$ cat src/bsfc_params.svh
// Purpose: Constants for the boot sector flash host controller
// Assumes: 25 MHz system clock, 40 ns period
// Notes: Command codes follow the common single-supply flash command set
`ifndef BSFC_PARAMS_SVH
`define BSFC_PARAMS_SVH

`define BSFC_CLK_NS 40
// Least times in ns, rounded up to whole cycles
`define BSFC_CYC(ns) (((ns) + `BSFC_CLK_NS - 1) / `BSFC_CLK_NS)
`define BSFC_WR_LOW_NS 35
`define BSFC_WR_HIGH_NS 30
`define BSFC_RD_ACC_NS 90
`define BSFC_WR_LOW_CYC `BSFC_CYC(`BSFC_WR_LOW_NS)
`define BSFC_WR_HIGH_CYC `BSFC_CYC(`BSFC_WR_HIGH_NS)
`define BSFC_RD_ACC_CYC `BSFC_CYC(`BSFC_RD_ACC_NS)
// Hardware reset pulse width in ns
`define BSFC_RST_LOW_NS 500
`define BSFC_RST_LOW_CYC `BSFC_CYC(`BSFC_RST_LOW_NS)
`define BSFC_BUSY_SETTLE_CYC 8

`define BSFC_UNLOCK_A1 21'h000555
`define BSFC_UNLOCK_A2 21'h0002aa
`define BSFC_UNLOCK_D1 16'h00aa
`define BSFC_UNLOCK_D2 16'h0055
`define BSFC_CMD_PROG 16'h00a0
`define BSFC_CMD_ERASE 16'h0080
`define BSFC_CMD_SECT 16'h0030
`define BSFC_CMD_BYP 16'h0020
`define BSFC_CMD_BYP_X1 16'h0090
`define BSFC_CMD_BYP_X2 16'h0000
`define BSFC_CMD_SUSP 16'h00b0
`define BSFC_CMD_RESUME 16'h0030
`define BSFC_CMD_RESET 16'h00f0

`define BSFC_POLL_BIT 7
`define BSFC_TOGGLE_BIT 6

`endif

$ cat src/bsfc_pkg.sv
// Purpose: Types for the boot sector flash host controller
// Assumes: Constants come from bsfc_params.svh
// Notes: None
package bsfc_pkg;
   typedef enum logic [3:0] {
      BSFC_OP_READ,
      BSFC_OP_PROG,
      BSFC_OP_SECT_ERASE,
      BSFC_OP_BYP_ENTER,
      BSFC_OP_BYP_EXIT,
      BSFC_OP_SUSPEND,
      BSFC_OP_RESUME,
      BSFC_OP_RESET_CMD,
      BSFC_OP_HARD_RESET,
      BSFC_OP_STANDBY
   } bsfc_op_e;

   typedef struct packed {
      bsfc_op_e op;
      logic [20:0] addr;
      logic [15:0] data;
   } bsfc_req_s;

   typedef struct packed {
      logic [20:0] addr;
      logic [15:0] data;
   } bsfc_cycle_s;
endpackage
$ cat src/bsfc_bus_cycle.sv
// Purpose: One timed write or read cycle on the flash strobes
// Assumes: Strobes are active low, data pins are two-way
// Notes: Reads sample the data bus once access time has passed
`timescale 1ns/1ns
`include "bsfc_params.svh"
module bsfc_bus_cycle (
   input wire logic clk_sys_in,                 // System clock
   input wire logic rst_in,                     // Sync reset, active high
   input wire logic start_in,                   // Start a cycle, pulse
   input wire logic write_in,                   // 1 write, 0 read
   input wire bsfc_pkg::bsfc_cycle_s cyc_in,    // Address and data
   input wire logic [15:0] dq_sync_in,          // Synchronised data pins
   output logic done_out,                       // Cycle complete, pulse
   output logic [15:0] rdata_out,               // Sampled read data
   output logic [20:0] addr_out,                // Address pins
   output logic [15:0] dq_out,                  // Data pin drive
   output logic dq_oe_out,                      // Data pin enable
   output logic chip_select_low_out,            // Chip select, active low
   output logic write_strobe_low_out,           // Write strobe, active low
   output logic read_output_enable_low_out      // Output enable, active low
);
   import bsfc_pkg::*;

   typedef enum logic [1:0] {BSFC_C_IDLE, BSFC_C_LOW, BSFC_C_HIGH} bsfc_cst_e;
   bsfc_cst_e state;
   logic [3:0] cnt;
   logic is_write;
   // Two extra cycles cover the synchroniser delay on read data
   localparam logic [3:0] RD_CYC = 4'(`BSFC_RD_ACC_CYC + 2);

   always_ff @(posedge clk_sys_in) begin
      if (rst_in) begin
         state <= BSFC_C_IDLE;
         cnt <= 4'h0;
         is_write <= 1'b0;
         done_out <= 1'b0;
         rdata_out <= 16'h0000;
         addr_out <= 21'h000000;
         dq_out <= 16'h0000;
         dq_oe_out <= 1'b0;
         chip_select_low_out <= 1'b1;
         write_strobe_low_out <= 1'b1;
         read_output_enable_low_out <= 1'b1;
      end else begin
         done_out <= 1'b0;
         unique case (state)
            BSFC_C_IDLE: if (start_in) begin
               // Only one of write strobe and output enable low at a time avoids contention
               is_write <= write_in;
               addr_out <= cyc_in.addr;
               dq_out <= cyc_in.data;
               dq_oe_out <= write_in;
               chip_select_low_out <= 1'b0;
               write_strobe_low_out <= !write_in;
               read_output_enable_low_out <= write_in;
               cnt <= write_in ? 4'(`BSFC_WR_LOW_CYC) : RD_CYC;
               state <= BSFC_C_LOW;
            end
            BSFC_C_LOW: begin
               if (cnt > 4'h1) begin
                  cnt <= cnt - 4'h1;
               end else begin
                  if (!is_write) begin
                     rdata_out <= dq_sync_in;
                  end
                  chip_select_low_out <= 1'b1;
                  write_strobe_low_out <= 1'b1;
                  read_output_enable_low_out <= 1'b1;
                  cnt <= 4'(`BSFC_WR_HIGH_CYC);
                  state <= BSFC_C_HIGH;
               end
            end
            BSFC_C_HIGH: begin
               if (cnt > 4'h1) begin
                  cnt <= cnt - 4'h1;
               end else begin
                  dq_oe_out <= 1'b0;
                  done_out <= 1'b1;
                  state <= BSFC_C_IDLE;
               end
            end
         endcase
      end
   end

   property p_no_contend;
      @(posedge clk_sys_in) disable iff (rst_in)
         !(dq_oe_out && !read_output_enable_low_out);
   endproperty
   a_no_contend: assert property (p_no_contend)
      else $error("Data driven while device output enabled");

   property p_write_pulse;
      @(posedge clk_sys_in) disable iff (rst_in)
         $fell(write_strobe_low_out) |-> !chip_select_low_out && dq_oe_out
            && read_output_enable_low_out;
   endproperty
   a_write_pulse: assert property (p_write_pulse)
      else $error("Write strobe without chip select or data");
endmodule

$ cat src/bsfc_host.sv
// Purpose: Host controller driving a boot sector parallel flash by its pins
// Assumes: Device pins are asynchronous to clk_sys_in
// Notes: One request at a time
//
// What the datasheet requires
// Commands go out as plain write cycles to the command register.
// Each write cycle presents address and data for the device to latch.
// Program sequence end starts the automatic program algorithm.
// Bypass mode programs in two writes; otherwise four writes.
// Erase sequence end starts the automatic erase algorithm.
// Completion seen on ready_busy_n pin or by poll and toggle bits; code waits for the pin high, then polls the toggle bit only.
// After completion the device reads array and takes new commands.
// Sector erase changes only the chosen sector.
// Device ignores writes during low supply transitions.
// Device refuses program and erase of protected sectors.
// Erase may be suspended indefinitely, then resumed; code sends suspend only after an erase request has finished.
// Hard restart pin aborts operations and returns to array read.
// Device sleeps after addresses stay unchanged for a while.
// Host may place device in standby.
// Word mode uses sixteen data lines, byte mode the low eight.
// Array addressed as bytes or words by bus width.
// Array split into sectors of 16, 8, 32 and 64 Kbyte.
// Host drives separate chip select, write and output strobes.
// During an algorithm reads of the region return status.
`timescale 1ns/1ns
`include "bsfc_params.svh"
module bsfc_host (
   input wire logic clk_sys_in,                 // System clock, 25 MHz
   input wire logic rst_in,                     // Sync reset, active high
   input wire bsfc_pkg::bsfc_req_s req_in,      // Request
   input wire logic req_valid_in,               // Request valid
   input wire logic byte_mode_in,               // 1 selects byte-wide bus
   output logic req_ready_out,                  // Ready for a request
   output logic done_out,                       // Request finished, pulse
   output logic [15:0] rdata_out,               // Read data
   output logic bypass_out,                     // Bypass mode active
   output logic suspended_out,                  // Erase suspended
   input wire logic ready_busy_n_in,            // Device ready pin
   input wire logic [15:0] dq_in,               // Data pins in
   output logic [15:0] dq_out,                  // Data pins out
   output logic dq_oe_out,                      // Data pins enable
   output logic [20:0] addr_out,                // Address pins
   output logic chip_select_low_out,            // Chip select, active low
   output logic write_strobe_low_out,           // Write strobe, active low
   output logic read_output_enable_low_out,     // Output enable, active low
   output logic hard_restart_low_out,           // Hard restart pin, active low
   output logic byte_mode_low_out               // Bus width select, low = byte
);
   import bsfc_pkg::*;

   //****************************************
   // Pin synchronisers
   //****************************************
   logic [16:0] pin_meta;
   logic [16:0] pin_sync;
   always_ff @(posedge clk_sys_in) begin
      if (rst_in) begin
         pin_meta <= 17'h00000;
         pin_sync <= 17'h00000;
      end else begin
         pin_meta <= {ready_busy_n_in, dq_in};
         pin_sync <= pin_meta;
      end
   end

   //****************************************
   // Sequencer
   //****************************************
   typedef enum logic [2:0] {
      BSFC_IDLE, BSFC_ISSUE, BSFC_WAIT, BSFC_POLL_A, BSFC_POLL_B, BSFC_RST, BSFC_FINISH
   } bsfc_st_e;
   bsfc_st_e state;
   bsfc_req_s cur;
   logic [2:0] step;
   logic [2:0] nsteps;
   logic cyc_start;
   logic cyc_write;
   logic cyc_done;
   bsfc_cycle_s cyc;
   logic [15:0] cyc_rdata;
   logic [15:0] poll_prev;
   logic [7:0] rst_cnt;
   logic wait_alg;

   // Byte mode doubles unlock addresses
   function automatic logic [20:0] unlock_addr(input logic [20:0] a, input logic bm);
      unlock_addr = bm ? {a[19:0], 1'b0} : a;
   endfunction

   function automatic logic [2:0] step_count(input bsfc_op_e op, input logic byp);
      unique case (op)
         BSFC_OP_PROG: step_count = byp ? 3'd2 : 3'd4;
         BSFC_OP_SECT_ERASE: step_count = 3'd6;
         BSFC_OP_BYP_ENTER: step_count = 3'd3;
         BSFC_OP_BYP_EXIT: step_count = 3'd2;
         BSFC_OP_READ: step_count = 3'd1;
         default: step_count = 3'd1;
      endcase
   endfunction

   // Current write of the command sequence
   always_comb begin
      cyc.addr = unlock_addr(`BSFC_UNLOCK_A1, byte_mode_in);
      cyc.data = `BSFC_UNLOCK_D1;
      cyc_write = 1'b1;
      if (cur.op == BSFC_OP_READ) begin
         cyc.addr = cur.addr;
         cyc_write = 1'b0;
      end else if (step == nsteps - 3'd1) begin
         // Final write carries the target address and data or command; bypass entry goes to the first unlock address
         cyc.addr = cur.addr;
         unique case (cur.op)
            BSFC_OP_PROG: cyc.data = byte_mode_in ? {8'h00, cur.data[7:0]} : cur.data;
            BSFC_OP_SECT_ERASE: cyc.data = `BSFC_CMD_SECT;
            BSFC_OP_BYP_ENTER: begin
               cyc.addr = unlock_addr(`BSFC_UNLOCK_A1, byte_mode_in);
               cyc.data = `BSFC_CMD_BYP;
            end
            BSFC_OP_BYP_EXIT: cyc.data = `BSFC_CMD_BYP_X2;
            BSFC_OP_SUSPEND: cyc.data = `BSFC_CMD_SUSP;
            BSFC_OP_RESUME: cyc.data = `BSFC_CMD_RESUME;
            default: cyc.data = `BSFC_CMD_RESET;
         endcase
      end else if (cur.op == BSFC_OP_PROG && bypass_out) begin
         cyc.data = `BSFC_CMD_PROG;
      end else if (cur.op == BSFC_OP_BYP_EXIT) begin
         cyc.addr = cur.addr;
         cyc.data = `BSFC_CMD_BYP_X1;
      end else if (step == 3'd1 || step == 3'd4) begin
         cyc.addr = unlock_addr(`BSFC_UNLOCK_A2, byte_mode_in);
         cyc.data = `BSFC_UNLOCK_D2;
      end else if (step == 3'd2) begin
         cyc.data = (cur.op == BSFC_OP_PROG) ? `BSFC_CMD_PROG : `BSFC_CMD_ERASE;
      end
   end

   always_ff @(posedge clk_sys_in) begin
      if (rst_in) begin
         state <= BSFC_IDLE;
         cur <= '0;
         step <= 3'd0;
         nsteps <= 3'd1;
         cyc_start <= 1'b0;
         wait_alg <= 1'b0;
         poll_prev <= 16'h0000;
         rst_cnt <= 8'h00;
         req_ready_out <= 1'b0;
         done_out <= 1'b0;
         rdata_out <= 16'h0000;
         bypass_out <= 1'b0;
         suspended_out <= 1'b0;
         hard_restart_low_out <= 1'b1;
      end else begin
         cyc_start <= 1'b0;
         done_out <= 1'b0;
         unique case (state)
            BSFC_IDLE: begin
               req_ready_out <= 1'b1;
               if (req_valid_in && req_ready_out) begin
                  req_ready_out <= 1'b0;
                  cur <= req_in;
                  step <= 3'd0;
                  nsteps <= step_count(req_in.op, bypass_out);
                  wait_alg <= req_in.op == BSFC_OP_PROG || req_in.op == BSFC_OP_SECT_ERASE;
                  if (req_in.op == BSFC_OP_HARD_RESET) begin
                     hard_restart_low_out <= 1'b0;
                     rst_cnt <= 8'(`BSFC_RST_LOW_CYC);
                     state <= BSFC_RST;
                  end else if (req_in.op == BSFC_OP_STANDBY) begin
                     state <= BSFC_FINISH; // Chip select stays high: standby
                  end else begin
                     cyc_start <= 1'b1;
                     state <= BSFC_ISSUE;
                  end
               end
            end
            BSFC_ISSUE: if (cyc_done) begin
               if (step == nsteps - 3'd1) begin
                  rdata_out <= cyc_rdata;
                  // Algorithm runs in device, see R3 R5; give busy pin time to fall
                  rst_cnt <= 8'(`BSFC_BUSY_SETTLE_CYC);
                  state <= wait_alg ? BSFC_WAIT : BSFC_FINISH;
               end else begin
                  step <= step + 3'd1;
                  cyc_start <= 1'b1;
               end
            end
            BSFC_WAIT: begin
               // Polling starts only once the ready pin reads high, then confirms the end by the toggle bit
               if (rst_cnt != 8'h00) begin
                  rst_cnt <= rst_cnt - 8'h01;
               end else if (pin_sync[16]) begin
                  step <= 3'd0;
                  nsteps <= 3'd1;
                  cur.op <= BSFC_OP_READ;
                  cyc_start <= 1'b1;
                  state <= BSFC_POLL_A;
               end
            end
            BSFC_POLL_A: if (cyc_done) begin
               poll_prev <= cyc_rdata;
               cyc_start <= 1'b1;
               state <= BSFC_POLL_B;
            end
            BSFC_POLL_B: if (cyc_done) begin
               // Toggle bit steady means the algorithm ended
               if (cyc_rdata[`BSFC_TOGGLE_BIT] == poll_prev[`BSFC_TOGGLE_BIT]) begin
                  rdata_out <= cyc_rdata;
                  state <= BSFC_FINISH; // Device back in array read
               end else begin
                  poll_prev <= cyc_rdata;
                  cyc_start <= 1'b1;
               end
            end
            BSFC_RST: begin
               if (rst_cnt > 8'h01) begin
                  rst_cnt <= rst_cnt - 8'h01;
               end else begin
                  hard_restart_low_out <= 1'b1;
                  bypass_out <= 1'b0;
                  suspended_out <= 1'b0;
                  state <= BSFC_FINISH;
               end
            end
            BSFC_FINISH: begin
               done_out <= 1'b1;
               unique case (cur.op)
                  BSFC_OP_BYP_ENTER: bypass_out <= 1'b1;
                  BSFC_OP_BYP_EXIT: bypass_out <= 1'b0;
                  BSFC_OP_RESET_CMD: bypass_out <= 1'b0;
                  BSFC_OP_SUSPEND: suspended_out <= 1'b1;
                  BSFC_OP_RESUME: suspended_out <= 1'b0;
                  default: ;
               endcase
               state <= BSFC_IDLE;
            end
         endcase
      end
   end

   always_ff @(posedge clk_sys_in) begin
      if (rst_in) begin
         byte_mode_low_out <= 1'b1;
      end else begin
         byte_mode_low_out <= !byte_mode_in;
      end
   end

   bsfc_bus_cycle u_cycle (
      .clk_sys_in(clk_sys_in),
      .rst_in(rst_in),
      .start_in(cyc_start),
      .write_in(cyc_write),
      .cyc_in(cyc),
      .dq_sync_in(pin_sync[15:0]),
      .done_out(cyc_done),
      .rdata_out(cyc_rdata),
      .addr_out(addr_out),
      .dq_out(dq_out),
      .dq_oe_out(dq_oe_out),
      .chip_select_low_out(chip_select_low_out),
      .write_strobe_low_out(write_strobe_low_out),
      .read_output_enable_low_out(read_output_enable_low_out)
   );

   //****************************************
   // Checks
   //****************************************
   property p_byp_two;
      @(posedge clk_sys_in) disable iff (rst_in)
         (state == BSFC_IDLE && req_valid_in && req_ready_out && req_in.op == BSFC_OP_PROG)
         |=> (nsteps == (bypass_out ? 3'd2 : 3'd4));
   endproperty
   a_byp_two: assert property (p_byp_two)
      else $error("Program write count wrong");

   property p_restart_width;
      @(posedge clk_sys_in) disable iff (rst_in)
         $fell(hard_restart_low_out) |-> !hard_restart_low_out [*8];
   endproperty
   a_restart_width: assert property (p_restart_width)
      else $error("Hard restart pulse too short");

   property p_wait_busy;
      @(posedge clk_sys_in) disable iff (rst_in)
         (state == BSFC_WAIT && rst_cnt == 8'h00 && !pin_sync[16]) |=> state == BSFC_WAIT;
   endproperty
   a_wait_busy: assert property (p_wait_busy)
      else $error("Left wait while device busy");

   property p_done_idle;
      @(posedge clk_sys_in) disable iff (rst_in)
         done_out |-> state == BSFC_IDLE ##1 req_ready_out;
   endproperty
   a_done_idle: assert property (p_done_idle)
      else $error("Not ready after completion");

   property p_alg_wait;
      @(posedge clk_sys_in) disable iff (rst_in)
         (state == BSFC_ISSUE && cyc_done && step == nsteps - 3'd1 && wait_alg)
         |=> state == BSFC_WAIT;
   endproperty
   a_alg_wait: assert property (p_alg_wait)
      else $error("Algorithm not awaited");

   property p_standby_idle;
      @(posedge clk_sys_in) disable iff (rst_in)
         (state == BSFC_IDLE) |-> chip_select_low_out;
   endproperty
   a_standby_idle: assert property (p_standby_idle)
      else $error("Chip selected while idle");
endmodule

$ cat config.mk
export PLATFORM = sky130hd
export DESIGN_NAME = bsfc_host
export DESIGN_NICKNAME = d
export VERILOG_FILES = /design/src/bsfc_pkg.sv /design/src/bsfc_bus_cycle.sv /design/src/bsfc_host.sv
export VERILOG_INCLUDE_DIRS = /design/src /design/src/src
export SDC_FILE = /design/constraint.sdc
export NUM_CORES = 1
export LEC_CHECK = 0
export BUFFER_PORTS_ARGS = -buffer_cell sky130_fd_sc_hd__buf_2
export CORE_ASPECT_RATIO = 1.5
export CORE_MARGIN = 5
export CORE_UTILIZATION = 50
export DETAILED_ROUTE_END_ITERATION = 16
export PLACE_DENSITY = 0.72
export SLEW_MARGIN = 20
export SYNTH_ARGS = -nofsm -noshare
export SYNTH_HDL_FRONTEND = slang
export SYNTH_SLANG_ARGS = --single-unit
$ cat constraint.sdc
create_clock -name clk_sys_in -period 3.1 [get_ports clk_sys_in]
set_clock_uncertainty 0.1 [all_clocks]
set_input_delay 0 -clock clk_sys_in [delete_from_list [all_inputs] [get_ports clk_sys_in]]
set_output_delay 0 -clock clk_sys_in [all_outputs]
set_load 0.01 [all_outputs]
==> reports/results.ini, run 1 <==
[status]
status=completed

[setup_path]
r2r_start=state[2]
r2r_end=cur[18]
path_delay_family=buffers and inverters
worstSetupPathType=flop to flop
crit_buf_inv=2
required_ns=3.36
startpoint_type=flop
path_cells=nand3b_1 -> nor3_4 -> buf_4 -> nand2_1 -> a21oi_1 -> dlygate4sd3_1
worst_r2r_path_depth=6
worstPathArrival_ns=2.95
slowest_delay_ns=0.57
worstSetupEndpointType=flop
crit_slowest_cell=dlygate4sd3_1
reg2reg_slack_ns=0.41
worstPathMaxFanout=33

[sta]
post-route-worst-setup-slack_ns=0.415
rsz0062_at_grt=no
fin_crit_sh=0.866
period_needed_ns=2.69
tightest_slew_ns=0.709
max_freq_mhz=372
hold_slack_ns=0.0576
tns_ns=0
drv_slew=0
slew_headroom=0.527
setup_violations=0
hold_violations=0

[clock_tree]
ctsHtreeMaxLevel=4
clockRootBuffer=clkbuf_16
cts_buffer_depth=2
cts_tree=done
cts_sinks=182
clkLatencyLatePin_ns=0.43
clk_pin_slew_ns=0.08
numCtsBuffers=17

[hold_path]
hold_path.class=input pin to flop
holdPathEnd=req_ready_out
min_delay_path_depth=4
hp-start=req_valid_in

[floorplanning]
num_rows=56
dieArea_um2=18200
die_w_um=112
ioPinCount=125
core_um2=15500
dieHeight_um=163
initial_core_util=0.503

[logic_synthesis]
synth-seq-cells=182
synth_edf_count=0
ys_top_cells_by_count=dfxtp_1 (182), nand2_1 (157), a21oi_1 (97)
ys.flop_type=dfxtp_1
synth-seq-area-share=0.468
synthCells=904
syn_area_um2=7790
synth.area.top_cells=dfxtp_1 (47%), nand2_1 (7.6%), a21oi_1 (6.2%)
yosys.area.top_type=dfxtp_1
ys.warnings.count=0
synth_most_common_cell=dfxtp_1
synthArstFlopShare=0
synth_top_cell_area_share=0.468
synth_nets=982
synth_cell_type_count=79
avgSynthCellArea_um2=8.62

[pwr]
p_total_mw=6.99
p_int_mw=4.44
comb_power_share=0.285
ir_drop_mv=0.364
power_density_nw_per_um2=699
seqPwrFrac=0.391
swShare=0.365
leakagePower_nw=3.95
clockPowerShare=0.324
switching_power_mw=2.56

[drt]
drtAntennaViolNets=0
num_vias=7091
routedWlPerCell_um=15.6
first_iter_violations=477
drtPass1Iterations=5
drc_errors=0
wl_mm=20.3
avgViaCountPerCell=5.45

[global_routing]
grtUsageTotal=0.219
grt_antenna_before_repair=0
overflow=0
grt_pass1_wl_mm=33.2
grt_max_degree=125
grt_pass1_vias=6826

[placement]
portBuffers=124
globalplace.congestion=0.893
pre_cts_ws_ns=0.540
dp_hpwl_mm=13.2

[finish]
final.fill_count=1321
nNetsFinal=1162
multiInputGateArea_um2=3810
syn2layout_area_growth_pct=28.4
drive_above_1_share=0.174
n_antenna_cell=0
seq_area_um2=3640
fin_util=0.646

[job]
cap_violations=0

-- layer usage --
metal | wire [µm] | vias up | share of wire | track usage
li1 | - | 3526 | - | -
met1 | 8360 | 3321 | 0.41 | 0.255
met2 | 10500 | 206 | 0.52 | 0.394
met3 | 969 | 38 | 0.048 | 0.0439
met4 | 467 | 0 | 0.023 | 0.0820
met5 | 0 | - | 0 | 0
-- worst min-delay path, stage by stage --
cell and delay (ns):
buf_2 0.12, nand3b_1 0.15, nor3_4 0.11, nor3_1 0.16
-- per-stage QoR --
stage	std cells	area (µm²)
6_report	1300	10000
5_1_grt	1300	10000
3_5_place_dp	1188	8550
2_1_floorplan	904	7790
4_1_cts	1300	10000
3_3_place_gp	1188	8550
-- cells in the final DEF, fill, tap and decap left out, types with 10 or more instances in the layout --
master and count:
nand2_1 157, a21oi_1 97, inv_1 19, nand3_1 11, o21ai_0 25, dfxtp_1 182, nor3_1 14, a32o_1 17
nor2b_1 42, a22oi_1 20, nor2_1 70, buf_2 123, nand2b_1 10, clkbuf_16 17, ha_1 16, dlygate4sd3_1 80
buf_4 19, mux2i_1 20
-- timing repair --
action / CTS / global route
hold endpoints to repair: 68 / 0
resized for setup: 0 / 0
hold buffers: 80 / 0
setup buffers: 0 / 0
-- how the worst max path moves through the flow --
| stage | start | endpoint | slack (ns) | cells past startpoint |
|---|---|---|---|---|
| finish | state[2] | cur[18] | 0.41 | 6 |
| global route | step[0] | u_cycle.addr_out[6] | 0.21 | 8 |
| CTS | state[2] | cur[16] | 0.46 | 6 |
| detailed placement | step[0] | u_cycle.addr_out[6] | 0.54 | 8 |
| global placement | step[0] | u_cycle.addr_out[2] | 0.64 | 8 |
| floorplan | step[0] | u_cycle.addr_out[2] | 0.86 | 8 |
-- final cells by class --
type / count / area share
Clock inverter: 15 / 0.0220
Tap cell: 203 / 0.0254
Multi-Input combinational cell: 640 / 0.381
Inverter: 20 / 0.00750
Sequential cell: 182 / 0.364
Clock buffer: 17 / 0.0425
Timing Repair Buffer: 223 / 0.158
-- sequential cells by signal (all words and copies together), names as in the netlist, 2 cells and up --
name and cells:
cur 41, u_cycle.addr_out 21, pin_meta 17, pin_sync 17, rdata_out 16, u_cycle.dq_out 16, u_cycle.rdata_out 16, rst_cnt 8
u_cycle.cnt 4, nsteps 3, state 3, step 3, u_cycle.state 2
-- cells by family (layout without fill, tap and decap cells) --
group,count (synthesis),count (layout),share of synthesized area
AO/OA/AOI/OAI,231,231,0.192
buffers and inverters,82,275,0.0472
AND/OR/NAND/NOR,365,365,0.230
flip-flops,182,182,0.468
multiplexers,21,21,0.0271
adder cells (fa/ha/maj),16,16,0.0257
XOR/XNOR,7,7,0.00963
-- power groups by stage --
stage	Combinational, mW	Clock [mW]	Sequential (mW)
floorplan	1.39	0	2.72
global placement	1.82	0	2.77
detailed placement	1.84	0	2.78
CTS	1.96	2.32	2.73
global route	2.20	2.42	2.76
finish	1.99	2.27	2.73
Power figures use the tool's default switching activity.
==> run 2, diff against run 1 <==
--- a/config.mk
+++ b/config.mk
@@ -7,11 +7,15 @@
 export NUM_CORES = 1
 export LEC_CHECK = 0
 export BUFFER_PORTS_ARGS = -buffer_cell sky130_fd_sc_hd__buf_2
+export CELL_PAD_IN_SITES_DETAIL_PLACEMENT = 0
+export CELL_PAD_IN_SITES_GLOBAL_PLACEMENT = 1
 export CORE_ASPECT_RATIO = 1.5
 export CORE_MARGIN = 5
-export CORE_UTILIZATION = 50
+export CORE_UTILIZATION = 42
+export CTS_CLUSTER_SIZE = 12
 export DETAILED_ROUTE_END_ITERATION = 16
-export PLACE_DENSITY = 0.72
+export GPL_ROUTABILITY_DRIVEN = 0
+export PLACE_DENSITY_LB_ADDON = 0.1
 export SLEW_MARGIN = 20
 export SYNTH_ARGS = -nofsm -noshare
 export SYNTH_HDL_FRONTEND = slang
==> reports/results.ini, run 2 (synthesized netlist as in run 1, its figures left out) <==
[pwr]
seqPwrFrac=0.389
ir_drop_mv=0.339
clockPowerShare=0.330
power_density_nw_per_um2=696
p_int_mw=4.56
swShare=0.349
comb_power_share=0.281
leakagePower_nw=3.96
switching_power_mw=2.45

[global_routing]
met3_usage=0.0451
met2_usage=0.367
grt_max_degree=82
grtUsageTotal=0.199
grt-busiest-layer=met2
grt_antenna_before_repair=1
use_met1=0.230
grt_pass1_vias=6872
grt_pass1_wl_mm=34.6
overflow=0

[drt]
drtAntennaViolNets=0
drtPass1Iterations=5
first_iter_violations=414
routedWlPerCell_um=15.4
avgViaCountPerCell=5.05
drc_errors=0
wl_mm=20.8
num_vias=6824

[setup_path]
startpoint_type=flop
required_ns=3.37
worstPathArrival_ns=2.93
path_cells=inv_1 -> ha_1 -> or2_1 -> a32o_1 -> a211oi_2 -> nor2b_1 -> a32o_1
slowest_delay_ns=0.64
crit_buf_inv=1
worst_path_most_repeated_cell=a32o_1
worstSetupEndpointType=flop
worstSetupPathType=flop to flop
worstPathMaxFanout=12
crit_slowest_cell=a211oi_2
path_delay_family=compound AO/OA/AOI/OAI gates

[sta]
fin_crit_sh=0.858
period_needed_ns=2.66
slew_headroom=0.464
setup_violations=0
rsz0062_at_grt=no
drv_slew=0
tightest_slew_ns=0.804
max_freq_mhz=376
tns_ns=0
post-route-worst-setup-slack_ns=0.439
hold_violations=0

[clock_tree]
ctsHtreeMaxLevel=4
cts_sinks=182
ctsResizeCount=0
clkLatencyLatePin_ns=0.43
holdBufCountCts=78
clk_pin_slew_ns=0.08
cts_tree=done
cts_setup_buffers=0
numCtsBuffers=17
clockRootBuffer=clkbuf_16
cts_buffer_depth=2

[placement]
dp_hpwl_mm=14.2
pre_cts_ws_ns=0.428
portBuffers=124

[finish]
final.fill_count=1744
drive_above_1_share=0.177
syn2layout_area_growth_pct=29.4
largestRegisters=cur (41), u_cycle.addr_out (21)
largest_register_ffs=41
largest-register=cur
nNetsFinal=1164
final_common_cell=dfxtp_1
layout_common_cells=dfxtp_1 (182), nand2_1 (157), buf_2 (123), a21oi_1 (97), dlygate4sd3_1 (78)

[floorplanning]
ioPinCount=125
initial_core_util=0.424
dieArea_um2=21400
core_um2=18400
die_w_um=121
dieHeight_um=177
num_rows=61

[status]
status=completed

[hold_path]
hold_path.class=input pin to flop

[job]
cap_violations=0

## run 2: power groups by stage
stage               registers [mW]  logic [mW]  clock network [mW]
finish                        2.73        1.97                2.31
global route                  2.76        2.24                2.48
CTS                           2.73        1.99                2.39
detailed placement            2.78        1.88                   0
global placement              2.78        1.89                   0
floorplan                     2.72        1.39                   0
## run 2: through the flow
step | instance area, µm² | power [mW] | util | hold WS, ns | cells
floorplan | 7790 | 4.12 | - | -0.0381 | 904
detailed placement | 8640 | 4.66 | 0.470 | 0.114 | 1241
finish | 10100 | 7.01 | 0.548 | 0.210 | 1352
global route | 10100 | 7.49 | 0.548 | 0.207 | 1352
CTS | 10100 | 7.10 | 0.548 | 0.175 | 1351
global placement | 8640 | 4.67 | 0.470 | 0.109 | 1241
## run 2: worst paths after layout
kind                                        endpoint        start  cells past startpoint  slack (ns)
worst max-delay path                      rst_cnt[4]   rst_cnt[0]                      7        0.44
worst min register to register  u_cycle.rdata_out[1]  pin_sync[1]                      2        0.33
worst max register to register            rst_cnt[4]   rst_cnt[0]                      7        0.44
worst min-delay path                     pin_meta[9]     dq_in[9]                      3        0.21
## run 2: routing by layer
layer  up-vias  part of all wire
li1       3536                 -
met1      3161              0.42
met2       115              0.53
met3        12             0.039
met4         0             0.011
met5         -                 0
## run 2: worst reg2reg max path, cell delays in order, from the launching register on
cell and delay, ns:
dfxtp_1 0.41, inv_1 0.12, ha_1 0.27, or2_1 0.25
a32o_1 0.28, a211oi_2 0.64, nor2b_1 0.36, a32o_1 0.17
## run 2: final cells by class
cell class                 instances  area [µm²]  area share
sequential                       182        3640       0.361
multi-input combinational        640        3800       0.377
tap                              252         315      0.0313
clock inverter                    15         228      0.0226
clock buffer                      17         425      0.0422
timing repair buffer             225        1590       0.158
antenna                            1        2.50    0.000248
inverter                          20        75.1     0.00745
